**src/verilog/cwio_pkg.sv**
```systemverilog
/*
 Package for the console word input/output instruction unit.
 Holds word and address widths, opcode codes, reset values and operation states.
 Assumes a single 100 MHz clock and an asynchronous active-high reset.
*/
package cwio_pkg;
    // Width of one memory word and of one address
    localparam int WORD_W = 48;
    localparam int ADDR_W = 10;
    // Instruction codes as seen on the command port
    localparam logic [1:0] OP_NONE = 2'h0;
    localparam logic [1:0] OP_TYPE_IN = 2'h1;
    localparam logic [1:0] OP_PRINT = 2'h2;
    // Reset values
    localparam logic [47:0] WORD_RST = 48'h0000_0000_0000;
    localparam logic [9:0] ADDR_RST = 10'h000;
    // Operation states
    typedef enum logic [2:0] {
        CWIO_IDLE,
        CWIO_WAIT_KEY,
        CWIO_WRITE,
        CWIO_WAIT_REL,
        CWIO_READ,
        CWIO_LOAD
    } cwio_state_t;
endpackage : cwio_pkg

```
**src/verilog/cwio_console_unit.sv**
```systemverilog
/*
 Console word input/output unit: executes type-in and print instructions.
 Assumes a sequencer that issues one instruction pulse and waits for done,
 a memory with one-cycle read latency, and a console keyboard/printer.
*/
// Notes on behaviour
// - Type-in halts program and lights indicator
// - Type-in stores one keyboard word at address
// - Stay halted until release, then resume
// - Print sends word at address to printer
// - Print resumes once word is held
// - Any memory address accepted for both
`timescale 1ns/1ps
module cwio_console_unit
(
    input wire logic clk_i,
    input wire logic reset_i,
    input wire logic instr_valid_i,
    input wire logic [1:0] instr_op_i,
    input wire logic [cwio_pkg::ADDR_W-1:0] instr_addr_i,
    input wire logic key_valid_i,
    input wire logic [cwio_pkg::WORD_W-1:0] key_word_i,
    input wire logic release_i,
    input wire logic [cwio_pkg::WORD_W-1:0] mem_rdata_i,
    input wire logic prn_ready_i,
    output logic done_o,
    output logic halt_o,
    output logic indicator_o,
    output logic key_ready_o,
    output logic mem_we_o,
    output logic mem_re_o,
    output logic [cwio_pkg::ADDR_W-1:0] mem_addr_o,
    output logic [cwio_pkg::WORD_W-1:0] mem_wdata_o,
    output logic prn_valid_o,
    output logic [cwio_pkg::WORD_W-1:0] prn_word_o
);
    cwio_pkg::cwio_state_t state_r; // Operation state
    cwio_pkg::cwio_state_t state_nxt;
    logic done_r; // Completion pulse to sequencer
    logic done_nxt;
    logic halt_r; // Program halted
    logic halt_nxt;
    logic ind_r; // Operator indicator
    logic ind_nxt;
    logic kready_r; // Keyboard may send
    logic kready_nxt;
    logic we_r; // Memory write strobe
    logic we_nxt;
    logic re_r; // Memory read strobe
    logic re_nxt;
    logic [cwio_pkg::ADDR_W-1:0] addr_r; // Target address
    logic [cwio_pkg::ADDR_W-1:0] addr_nxt;
    logic [cwio_pkg::WORD_W-1:0] wdata_r; // Keyboard word
    logic [cwio_pkg::WORD_W-1:0] wdata_nxt;
    logic hold_load; // Copy memory word into holding store
    logic hold_full; // Holding store occupied
    logic prn_take; // Printer accepts word
    logic type_in_hit; // Type-in instruction offered
    logic print_hit; // Print instruction offered

    ////////////////////////////////////////////////////////////////////
    // Decode of one offered instruction code
    function automatic logic cwio_op_hit
    (
        input logic valid,
        input logic [1:0] op,
        input logic [1:0] code
    );
        begin
            cwio_op_hit = valid && (op == code);
        end
    endfunction : cwio_op_hit

    // Instruction decode, looked at only while idle
    assign type_in_hit = cwio_op_hit(instr_valid_i, instr_op_i, cwio_pkg::OP_TYPE_IN);
    assign print_hit = cwio_op_hit(instr_valid_i, instr_op_i, cwio_pkg::OP_PRINT);

    ////////////////////////////////////////////////////////////////////
    // Holding store toward the printer
    assign prn_take = hold_full & prn_ready_i;

    cwio_hold_store u_hold
    (
        .clk_i(clk_i),
        .reset_i(reset_i),
        .load_i(hold_load),
        .word_i(mem_rdata_i),
        .taken_i(prn_take),
        .full_o(hold_full),
        .word_o(prn_word_o)
    );

    assign prn_valid_o = hold_full;

    ////////////////////////////////////////////////////////////////////
    // Next-state logic of the instruction sequence
    always_comb
    begin
        state_nxt = state_r;
        done_nxt = 1'b0;
        halt_nxt = halt_r;
        ind_nxt = ind_r;
        kready_nxt = kready_r;
        we_nxt = 1'b0;
        re_nxt = 1'b0;
        addr_nxt = addr_r;
        wdata_nxt = wdata_r;
        hold_load = 1'b0;
        case (state_r)
            cwio_pkg::CWIO_IDLE:
            begin
                // Any address is taken as given
                addr_nxt = instr_addr_i;
                if (type_in_hit)
                begin
                    halt_nxt = 1'b1;
                    ind_nxt = 1'b1;
                    kready_nxt = 1'b1;
                    state_nxt = cwio_pkg::CWIO_WAIT_KEY;
                end
                else if (print_hit)
                begin
                    re_nxt = 1'b1;
                    state_nxt = cwio_pkg::CWIO_READ;
                end
            end
            cwio_pkg::CWIO_WAIT_KEY:
            begin
                // Exactly one word is taken, then keyboard is closed
                if (key_valid_i)
                begin
                    kready_nxt = 1'b0;
                    wdata_nxt = key_word_i;
                    we_nxt = 1'b1;
                    state_nxt = cwio_pkg::CWIO_WRITE;
                end
            end
            cwio_pkg::CWIO_WRITE:
            begin
                state_nxt = cwio_pkg::CWIO_WAIT_REL;
            end
            cwio_pkg::CWIO_WAIT_REL:
            begin
                // Program position held by sequencer until done
                if (release_i)
                begin
                    halt_nxt = 1'b0;
                    ind_nxt = 1'b0;
                    done_nxt = 1'b1;
                    state_nxt = cwio_pkg::CWIO_IDLE;
                end
            end
            cwio_pkg::CWIO_READ:
            begin
                // Read data arrives next cycle
                state_nxt = cwio_pkg::CWIO_LOAD;
            end
            cwio_pkg::CWIO_LOAD:
            begin
                // Wait only for the holding store, not printing
                if (!hold_full || prn_ready_i)
                begin
                    hold_load = 1'b1;
                    done_nxt = 1'b1;
                    state_nxt = cwio_pkg::CWIO_IDLE;
                end
                else
                begin
                    re_nxt = 1'b1;
                    state_nxt = cwio_pkg::CWIO_READ;
                end
            end
            default:
            begin
                state_nxt = cwio_pkg::CWIO_IDLE;
            end
        endcase
    end

    ////////////////////////////////////////////////////////////////////
    // Registers
    always_ff @(posedge clk_i or posedge reset_i)
    begin
        if (reset_i)
        begin
            state_r <= cwio_pkg::CWIO_IDLE;
            done_r <= 1'b0;
            halt_r <= 1'b0;
            ind_r <= 1'b0;
            kready_r <= 1'b0;
            we_r <= 1'b0;
            re_r <= 1'b0;
            addr_r <= cwio_pkg::ADDR_RST;
            wdata_r <= cwio_pkg::WORD_RST;
        end
        else
        begin
            state_r <= state_nxt;
            done_r <= done_nxt;
            halt_r <= halt_nxt;
            ind_r <= ind_nxt;
            kready_r <= kready_nxt;
            we_r <= we_nxt;
            re_r <= re_nxt;
            addr_r <= addr_nxt;
            wdata_r <= wdata_nxt;
        end
    end

    // Outputs straight from flip-flops
    assign done_o = done_r;
    assign halt_o = halt_r;
    assign indicator_o = ind_r;
    assign key_ready_o = kready_r;
    assign mem_we_o = we_r;
    assign mem_re_o = re_r;
    assign mem_addr_o = addr_r;
    assign mem_wdata_o = wdata_r;
endmodule : cwio_console_unit

```
**src/verilog/cwio_hold_store.sv**
```systemverilog
/*
 Intermediate output holding store: one word register for the printer.
 Assumes the printer takes the word with a valid/ready handshake.
*/
`timescale 1ns/1ps
module cwio_hold_store
(
    input wire logic clk_i,
    input wire logic reset_i,
    input wire logic load_i,
    input wire logic [cwio_pkg::WORD_W-1:0] word_i,
    input wire logic taken_i,
    output logic full_o,
    output logic [cwio_pkg::WORD_W-1:0] word_o
);
    logic full_r; // Word waiting for printer
    logic full_nxt;
    logic [cwio_pkg::WORD_W-1:0] word_r; // Held word
    logic [cwio_pkg::WORD_W-1:0] word_nxt;

    ////////////////////////////////////////////////////////////////////
    // Next value: load wins over a take in the same cycle
    always_comb
    begin
        full_nxt = full_r;
        word_nxt = word_r;
        if (taken_i)
        begin
            full_nxt = 1'b0;
        end
        if (load_i)
        begin
            full_nxt = 1'b1;
            word_nxt = word_i;
        end
    end

    // Registers
    always_ff @(posedge clk_i or posedge reset_i)
    begin
        if (reset_i)
        begin
            full_r <= 1'b0;
            word_r <= cwio_pkg::WORD_RST;
        end
        else
        begin
            full_r <= full_nxt;
            word_r <= word_nxt;
        end
    end

    assign full_o = full_r;
    assign word_o = word_r;
endmodule : cwio_hold_store

```
**config.mk**
```make
export PLATFORM = sky130hd
export DESIGN_NAME = cwio_console_unit
export DESIGN_NICKNAME = d
export VERILOG_FILES = /design/src/verilog/cwio_pkg.sv /design/src/verilog/cwio_console_unit.sv /design/src/verilog/cwio_hold_store.sv
export SDC_FILE = /design/constraint.sdc
export NUM_CORES = 1
export LEC_CHECK = 0
export BUFFER_PORTS_ARGS = -buffer_cell sky130_fd_sc_hd__buf_2
export CAP_MARGIN = 25
export CELL_PAD_IN_SITES_DETAIL_PLACEMENT = 0
export CELL_PAD_IN_SITES_GLOBAL_PLACEMENT = 2
export CORE_UTILIZATION = 29
export CTS_CLUSTER_SIZE = 16
export DETAILED_ROUTE_END_ITERATION = 7
export HOLD_SLACK_MARGIN = 0.08
export PLACE_DENSITY = 0.87
export SLEW_MARGIN = 5
export SYNTH_ARGS = -nofsm -noshare
export SYNTH_HDL_FRONTEND = slang
export SYNTH_SLANG_ARGS = --single-unit
```
**constraint.sdc**
```tcl
create_clock -name clk_i -period 5.18 [get_ports clk_i]
set_clock_uncertainty 0.1 [all_clocks]
set_input_delay 1.036 -clock clk_i [delete_from_list [all_inputs] [get_ports clk_i]]
set_output_delay 1.036 -clock clk_i [all_outputs]
set_load 0.02 [all_outputs]
```
## Word-level counts from Yosys, hierarchy flattened

Cells that the tools add are included.

- Input bits: 114
- Flip-flop bits (word level): 115
- Word-level logic and storage cells: 57
- Output and inout bits: 113

- Bitwise logic cells: 1
- Multiplexer cells: 23
- Reduce and logical (&&, ||, !) cells: 12
- Equal/unequal tests: 11

Operator list:

| kind | number |
|---|---|
| $pmux W3 S6 | 1 |
| $mux W3 | 5 |
| $mux W1 | 13 |
| $reduce_and A3 Y1 | 3 |
| $pmux W1 S2 | 4 |
| $eq A3 B2 Y1 const B | 2 |
| $eq A3 B3 Y1 const B | 2 |
| $ne A2 B2 Y1 const B | 3 |
| $reduce_bool A2 Y1 | 3 |
| $eq A3 B1 Y1 const B | 1 |
| $logic_not A3 Y1 | 1 |
| $ne A3 B3 Y1 const B | 1 |
| $eq A2 B1 Y1 const B | 1 |
| $eq A2 B2 Y1 const B | 1 |
| $logic_and A1 B1 Y1 | 2 |
| $reduce_and A2 Y1 | 1 |
| $and A1 B1 Y1 | 1 |
| $logic_not A1 Y1 | 1 |
| $logic_or A1 B1 Y1 | 1 |

## Longest topological paths before layout

Gate-level depths: netlist of run 1.

- Depth after elaboration: 5
- Mapped depth: 6
- Depth with buffers taken out: 3

## Hierarchy

Synthesis of run 1 repeated with hierarchy kept, for this count alone.

- Cells, all modules: 273
- Area, all modules: 4419.2 um^2

Modules (own cells, without submodules):

| module | times used | area an instance (um^2) | cells an instance | seq. area each (um^2) |
|---|---|---|---|---|
| cwio_console_unit | 1 | 2558.7 | 168 | 1651.6 |
| cwio_hold_store | 1 | 1860.5 | 105 | 1226.2 |

## Worst setup path after synthesis of run 1

OpenSTA, ideal clock, no wires.

- Kind: input-to-reg
- Start: in prn_ready_i
- End: reg u_hold.word_r, in the netlist u_hold.word_o[14]
- Setup time: 0.125 ns
- Cell stages on the path: 5
- Path slack: 2.983 ns
- Required time: 4.955 ns
- Buffers on the path: 2
- Data arrival time: 1.971 ns
- Path through: and2b_1 -> nor2_4 -> buf_6 -> buf_12 -> mux2_4

- Cells in the longest elaborated chain, start to end: 3

RTL lines:

| item | RTL line | text |
|---|---|---|
| start: declaration | cwio_console_unit.sv:25 | `input wire logic prn_ready_i,` |
| $logic_or A1 B1 Y1 | cwio_console_unit.sv:161 | `if (!hold_full \|\| prn_ready_i)` |
| $mux W1 | cwio_console_unit.sv:161 |  |
| $mux W1 | cwio_console_unit.sv:109 | `case (state_r)` |
| end signal: assignment | cwio_hold_store.sv:44 | `word_r <= cwio_pkg::WORD_RST;` |
| end signal: assignment | cwio_hold_store.sv:49 | `word_r <= word_nxt;` |
| end: declaration | cwio_hold_store.sv:18 | `logic [cwio_pkg::WORD_W-1:0] word_r;` |

Every way passes these cells.
A chain may end at the register's enable or synchronous reset.

## Worst setup path in the final report of run 1

- Start: in prn_ready_i
- End: reg u_hold.word_r, in the netlist u_hold.word_o[29]

Same word-level chain as after synthesis.

==> results.txt, run 1 <==
The run finished with clean final reports. The critical path is of the in -> reg type. When the netlist entered floorplanning its net count stood at 383.

Routability-driven placement finished with a final weighted congestion of 0.679. The buffer type at the clock tree root was clkbuf_16. Traced cell by cell, the critical path runs through buf_2, and2b_1, nor2_4, buf_4, mux2_4.

The logs give 2 for the maximum root-to-sink buffer count and 16200 um for the global-route wire length before repair. The tools report the count of pins over their slew limit as 0. Global routing finished with a remaining overflow of 0.

The mean post-synth cell area works out to 16.9 um^2. Adding up every negative setup slack in the final design gives 0 ns. STA classifies the critical path startpoint as an input pin. The tools report the worst relative slew slack as 0.347. The core footprint was 0.0153 mm^2.

Number of antenna-violating nets in the routed design: 0. In the final design database the tool counted 617 nets. TritonCTS built the clock tree.

Setup repair after global routing left no endpoint under its margin. In the final routed layout, each cell accounts on average for 14.1 um. For the number of global-route vias before repair, the log shows 3262. Die outline width: 127 um. For the filler cell count in the final layout, the log shows 1420.

The count of max-cap constraint violations came out at 0. The slowest stage of the critical path belongs to the cell nor2_4. The run gives 10200 um as the sum of routed wire length over all layers.

Setup violations remaining at the end of the flow were counted as 0. The setup check on the worst reg-to-reg path leaves a slack of 2.57 ns. For the number of violations reported at the end of detailed-routing iteration 0, the log shows 80. The path type of the worst min-delay path was reg -> reg. The maximum vdd drop is 267 uV, and the flip-flop and latch count after synthesis is 115. The transition at the pin with the smallest max-transition slack was 0.978 ns; the total number of placement rows was 45. Startpoint of the most critical register-to-register path: state_r[1]$_DFFE_PP0P_. The number of distinct standard cells referenced by the synthesized netlist was 27; the ratio of final minimum period to clock period was 0.534.

Counting cells, the worst reg-to-reg path comes to 4. The clock-pin slew of the registers on the worst-case setup and hold paths came out at 0.05 ns. Maximum fanout along the worst path: 32. After technology mapping, the gate count stands at 269. Before antenna repair, the detailed router went through 4 iterations.

In the routed design, unresolved DRC markers number 0. Once layout is done, the placed cells without fillers occupy 0.00641 mm^2. The run gives 0 as the post-CTS resize count. The most critical setup path has its startpoint at prn_ready_i. The vertical die dimension was 127 um; the area growth from synthesis to layout was 41.3%. Data on the critical path arrives at its endpoint at 2.95 ns. The initial core utilization is 0.297.

The tools report the capture instance of the worst register-to-register path as u_hold.word_o[29]$_DFFE_PP0P_. Hold is met by 0.384 ns. Number of top-level pins: 227. Summed over all cells, the static leakage comes to 3.14 nW. During synthesis, Yosys emitted a total of 0 warnings. The run gives 17 as the number of CTS-inserted buffers. The H-tree was split into 4 levels.

The initial antenna violation count was 0; the hold violation count in the final report was 0. Summing all placed instances gives a cell area of 0.00580 mm^2. The share of post-route cells with drive strength above 1 came out at 0.708.

The maximum number of pins on one net before global-route repair is 78, and the count of buffers inserted at the top-level ports is 226. In this design, the stage delay of the slowest critical-path cell is 0.78 ns. After synthesis the cells add up to 0.00454 mm^2.

The number of vias per cell is 4.30. For the die area, the log shows 0.0162 mm^2. The power per cell area works out to 708 mW/mm^2. The clock insertion delay at the later pin of the skew report is 0.41 ns, and the area of all sequential standard cells is 0.00288 mm^2.

The cts-stage hold buffer count came out at 0. In this run the worst setup path terminates at u_hold.word_o[29]$_DFFE_PP0P_. The post-CTS repair timing setup buffer count was 0. The run gives 0.634 as the proportion of synthesized chip area in sequential cells. The smallest clock period supported by the final layout is computed as 2.76 ns.

Required time reported for the critical path endpoint: 5.37 ns. Number of vias in the routed layout: 3119. Half-perimeter wire length of the detailed placement result: 7320 um.

The worst setup path is captured at a flip-flop. The multi-input combinational cells in the finished layout cover a total of 0.00148 mm^2. For the total power after layout, the log shows 4.54 mW. The clock net in this run drives a total of 115 sinks.

Based on the critical path, the design can be clocked at up to 362 MHz. The run gives 0 as the antenna diode count. The all-layer global routing usage came out at 0.131.
worst max-delay path: cells and delay by family:
family        cells  cell delay [ns]
mux               1             0.33
simple gates      2             1.02
buf+inv           2             0.54
final cells by class:
cell class	instances	share of cell area
flip-flops and latches	115	0.449
multi-input cells	134	0.231
inverters	5	0.00332
clock inverters	5	0.0156
clock buffers	25	0.0757
repair buffers	230	0.184
well taps	211	0.0412
stage by stage:
stage                     setup WS (ns)  utilization  instances
after global placement             2.04        0.380        694
after floorplan                    1.00            -        269
final                              2.42        0.420        725
after detailed placement           1.97        0.380        694
after global routing               2.31        0.420        725
after CTS                          2.41        0.418        724
cells by family (layout without fill, tap and decap cells):
| logic type | count (synthesis) | after routing | synth area share |
|---|---|---|---|
| muxes | 106 | 106 | 0.280 |
| AOI/OAI and AO/OA | 11 | 11 | 0.0163 |
| buffers and inverters | 20 | 265 | 0.0394 |
| and+or+nand+nor | 17 | 17 | 0.0306 |
| DFF | 115 | 115 | 0.634 |
per-layer routing:
| metal | up-vias | routed length (um) | GRT usage |
|---|---|---|---|
| met1 | 1539 | 4250 | 0.154 |
| met2 | 151 | 4920 | 0.208 |
| met4 | 0 | 173 | 0.0651 |
| met5 | - | 0 | 0 |
| met3 | 16 | 865 | 0.0511 |
| li1 | 1413 | - | - |
flip-flops by register name, summed over array words and instances (netlist names):
| signal | flops |
|---|---|
| done_o | 1 |
| indicator_o | 1 |
| key_ready_o | 1 |
| mem_addr_o | 10 |
| mem_re_o | 1 |
| mem_wdata_o | 48 |
| mem_we_o | 1 |
| state_r | 3 |
| u_hold.full_o | 1 |
| u_hold.word_o | 48 |
Yosys cell counts (all sizes together):
library cell / number / area, um^2
a21oi: 2 / 10.0
and2: 1 / 6.26
a221oi: 1 / 8.76
dfrtp: 115 / 2880
o21a: 1 / 7.51
nor3: 2 / 21.3
buf: 15 / 160
nand2b: 2 / 12.5
nand2: 3 / 11.3
nand4bb: 1 / 11.3
a2bb2oi: 2 / 17.5
o21ai: 3 / 15.0
o22ai: 1 / 6.26
and2b: 1 / 7.51
mux2: 106 / 1270
inv: 5 / 18.8
nand3b: 3 / 38.8
nor2: 4 / 30.0
o22a: 1 / 8.76
where the power goes:
group | total [mW] | switching (mW) | leakage (nW) | internal (mW)
logic | 1.78 | 0.980 | 1.49 | 0.796
clock network | 1.17 | 0.383 | 0.287 | 0.787
registers | 1.59 | 0.244 | 1.36 | 1.35
total | 4.54 | 1.61 | 3.14 | 2.93
worst min path at each step:
stage | from | to | slack (ns) | depth (start not counted)
2_1_floorplan | state_r[1]$_DFFE_PP0P_ | state_r[2]$_DFFE_PP0P_ | 0.45 | 2
3_3_place_gp | mem_wdata_o[40]$_DFFE_PP0P_ | mem_wdata_o[40]$_DFFE_PP0P_ | 0.37 | 1
3_5_place_dp | mem_wdata_o[40]$_DFFE_PP0P_ | mem_wdata_o[40]$_DFFE_PP0P_ | 0.38 | 1
4_1_cts | mem_wdata_o[40]$_DFFE_PP0P_ | mem_wdata_o[40]$_DFFE_PP0P_ | 0.39 | 1
5_1_grt | u_hold.word_o[31]$_DFFE_PP0P_ | u_hold.word_o[31]$_DFFE_PP0P_ | 0.41 | 1
6_report | mem_wdata_o[38]$_DFFE_PP0P_ | mem_wdata_o[38]$_DFFE_PP0P_ | 0.38 | 1
placed cells by master (no fill, tap or decap), drive strengths merged:
cell	instances
buf	230
dfrtp	115
mux2	106
clkbuf	25
inv	5
nor2	4
nand2	3
o21ai	3
bufinv	3
nand3b	3
nand2b	2
a2bb2oi	2
a21oi	2
clkinv	2
nor3	2
and2b	1
o22a	1
nand4bb	1
and2	1
o22ai	1
o21a	1
a221oi	1
Power figures use the tool's default switching activity.
==> inputs of run 2 (changes only) <==
- CORE_UTILIZATION: 29 -> 26
- PLACE_DENSITY: 0.87 -> 0.83
- clock period: 5.18 -> 2.4 ns (I/O delays scaled with it)
==> results.txt, run 2 (synthesized netlist as in run 1, its figures left out) <==
The flow ran to the end, and the final reports show no timing, DRC or antenna violations. The run gives 0 as the post-CTS resize count. Setup repair after global routing left no endpoint under its margin.

The critical path goes through nand3b_2, nor2_4, buf_4, mux2_2. Slowest stage cell on the critical path: dfrtp_1. The startpoint of the most critical register-to-register path is state_r[1]$_DFFE_PP0P_.

The die is 134 um wide. Worst relative slew slack: 0.598. The timing startpoint of the critical path was state_r[1]$_DFFE_PP0P_. TritonCTS built the clock tree. The number of violations reported at the end of detailed-routing iteration 0 is 65, and the clock insertion delay at the later pin of the skew report is 0.41 ns. The first global-routing pass estimated 16900 um of wire. The final layout contains routed wiring with a total length of 10900 um. The number of global-route vias before repair was 3319. For this run, the top clock speed supported by timing is 527 MHz. The number of antenna diodes in the final layout is 0. Once the clock tree was built, the setup fixing pass inserted 0 buffers. The net switching share of the total power came out at 0.360. The setup check on the worst reg-to-reg path leaves a slack of 0.50 ns. Sequential power share: 0.349. For this design the total switching power over the nets is 3.53 mW.

The count of cell instances traversed by the critical path works out to 4. The run gives 0.00586 mm^2 as the placed instance area. Setup violations remaining at the end of the flow were counted as 0. The tree built by TritonCTS fans out to 115 sinks.

After detailed routing, the average wire length per cell comes to 14.8 um. The run gives 0.00645 mm^2 as the finished layout cell area. TritonCTS created 17 clock buffers. The clock passes through at most 2 buffers. During placement, the flow inserted port buffers numbering 226. The kind of critical path was reg -> reg. The hold violation count in the final report is 0. The internal power of the cells totals 6.28 mW. The die covers 0.0180 mm^2. After detailed routing, the number of remaining DRC violations is 0. The run gives 0 as the count of pins over their slew limit. After clock tree synthesis, the clock-pin slew on the worst setup and hold paths is 0.06 ns. The run gives 0 as the initial antenna violation count. The layout net count came out at 618. The tools report the signal arrival time at the worst endpoint as 2.07 ns. The post-route minimum period is 1.90 ns.

The run gives 0 as the number of antenna-violating nets in the routed design. The critical path's top delay family was flip-flops. The total buffers and inverters traversed by the critical path was 1. The worst register-to-register path ends at u_hold.word_o[4]$_DFFE_PP0P_.

After clock tree synthesis, the flow added hold-fix buffers numbering 0. The sum of negative setup slack is 0 ns. The number of vias per cell is 4.18. The power share of the combinational group was 0.397; the transition at the pin with the smallest max-transition slack was 0.603 ns. Prior to clock tree synthesis, the placed netlist has a worst setup slack of 0.524 ns.

For the maximum vdd drop, the log shows 536 uV. The maximum number of pins on one net before global-route repair is 116, and the worst setup margin is 0.503 ns. Number of cells traversed by the worst register-to-register path: 4. The number of vias in the routed layout is 3079. The region available for standard cell placement spans 0.0168 mm^2.

Filler cell count in the final layout: 1656. The share of post-route cells with drive strength above 1 was 0.716; the first-pass iteration count of the detailed router was 4. The total power after layout was 9.81 mW. In this run the clock root is driven by a clkbuf_16. The run gives 47 as the total number of placement rows.

The die is 134 um tall. Type of element launching the critical path: a flip-flop. Routability-driven placement finished with a final weighted congestion of 0.727. The leakage power summed over all cells was 3.14 nW; the count of max-cap constraint violations was 0. For this design the ratio of total power to cell area is 1520 mW/mm^2. The run gives 7720 um as the half-perimeter wire length of the detailed placement result. The maximum cell stage delay along the critical path was 0.52 ns.

The library cell used most frequently in the layout, excluding fill and tap cells, is buf_2. For the worst setup path, the data required time is 2.58 ns. The min-delay analysis places its worst path in the category in -> async.

The maximum fanout along the worst path is 20. Summed over all layers, the global routing overflow is 0. The ratio of final minimum period to clock period came out at 0.790. The all-layer global routing usage is 0.124. CTS built an H-tree with a depth of 4. Capture point of the critical path: u_hold.word_o[4]$_DFFE_PP0P_.

The share of total power in the clock network is 0.254, and the initial core utilization is 0.270. For the number of top-level pins, the log shows 227. The library cells used most frequently in the layout, excluding fill and tap cells, are 226 x buf_2, 115 x dfrtp_1, 83 x mux2_2, 20 x mux2_4, 17 x clkbuf_16.

The area growth from synthesis to layout came out at 42.2%. Kind of capture point of the worst setup path: a flip-flop.
==> run 2: per-stage QoR <==
stage          hold slack [ns]  utilization  cells
6_report                 0.158        0.384    737
5_1_grt                  0.180        0.384    737
4_1_cts                  0.166        0.384    737
3_5_place_dp             0.370        0.349    705
3_3_place_gp             0.365        0.349    705
2_1_floorplan            0.453            -    269
==> run 2: how the worst min path moves through the flow <==
| stage | endpoint | cells past startpoint | slack (ns) |
|---|---|---|---|
| 2_1_floorplan | state_r[2]$_DFFE_PP0P_ | 2 | 0.45 |
| 3_3_place_gp | mem_wdata_o[41]$_DFFE_PP0P_ | 1 | 0.36 |
| 3_5_place_dp | mem_wdata_o[40]$_DFFE_PP0P_ | 1 | 0.37 |
| 4_1_cts | mem_wdata_o[38]$_DFFE_PP0P_ | 2 | 0.17 |
| 5_1_grt | u_hold.word_o[22]$_DFFE_PP0P_ | 2 | 0.18 |
| 6_report | mem_wdata_o[12]$_DFFE_PP0P_ | 3 | 0.16 |
==> run 2: layer usage <==
layer / vias to the layer above / share of wire / GRT usage
li1: 1421 / - / -
met1: 1503 / 0.42 / 0.144
met2: 142 / 0.49 / 0.206
met3: 13 / 0.075 / 0.0476
met4: 0 / 0.017 / 0.0518
met5: - / 0 / 0
==> run 2: power by group through the flow <==
| stage | Sequential, mW | Clock (mW) | Combinational, mW |
|---|---|---|---|
| 5_1_grt | 3.56 | 2.67 | 4.14 |
| 3_5_place_dp | 3.45 | 0 | 3.96 |
| 6_report | 3.43 | 2.49 | 3.90 |
| 3_3_place_gp | 3.41 | 0 | 3.89 |
| 4_1_cts | 3.44 | 2.58 | 3.96 |
| 2_1_floorplan | 4.57 | 0 | 1.50 |
==> run 2: worst register-to-register path, cell delays in order (launching register included) <==
cell      delay (ns)
dfrtp_1         0.52
nand3b_2        0.32
nor2_4          0.15
buf_4           0.30
mux2_2          0.38
==> run 2: layout make-up <==
type                            count  area (um^2)  area share
Tap cell                          220          275      0.0427
Clock buffer                       23          488      0.0756
Inverter                            5         22.5     0.00349
Clock inverter                      9          103      0.0159
Sequential cell                   115         2880       0.446
Multi-Input combinational cell    134         1480       0.230
Timing Repair Buffer              231         1210       0.187
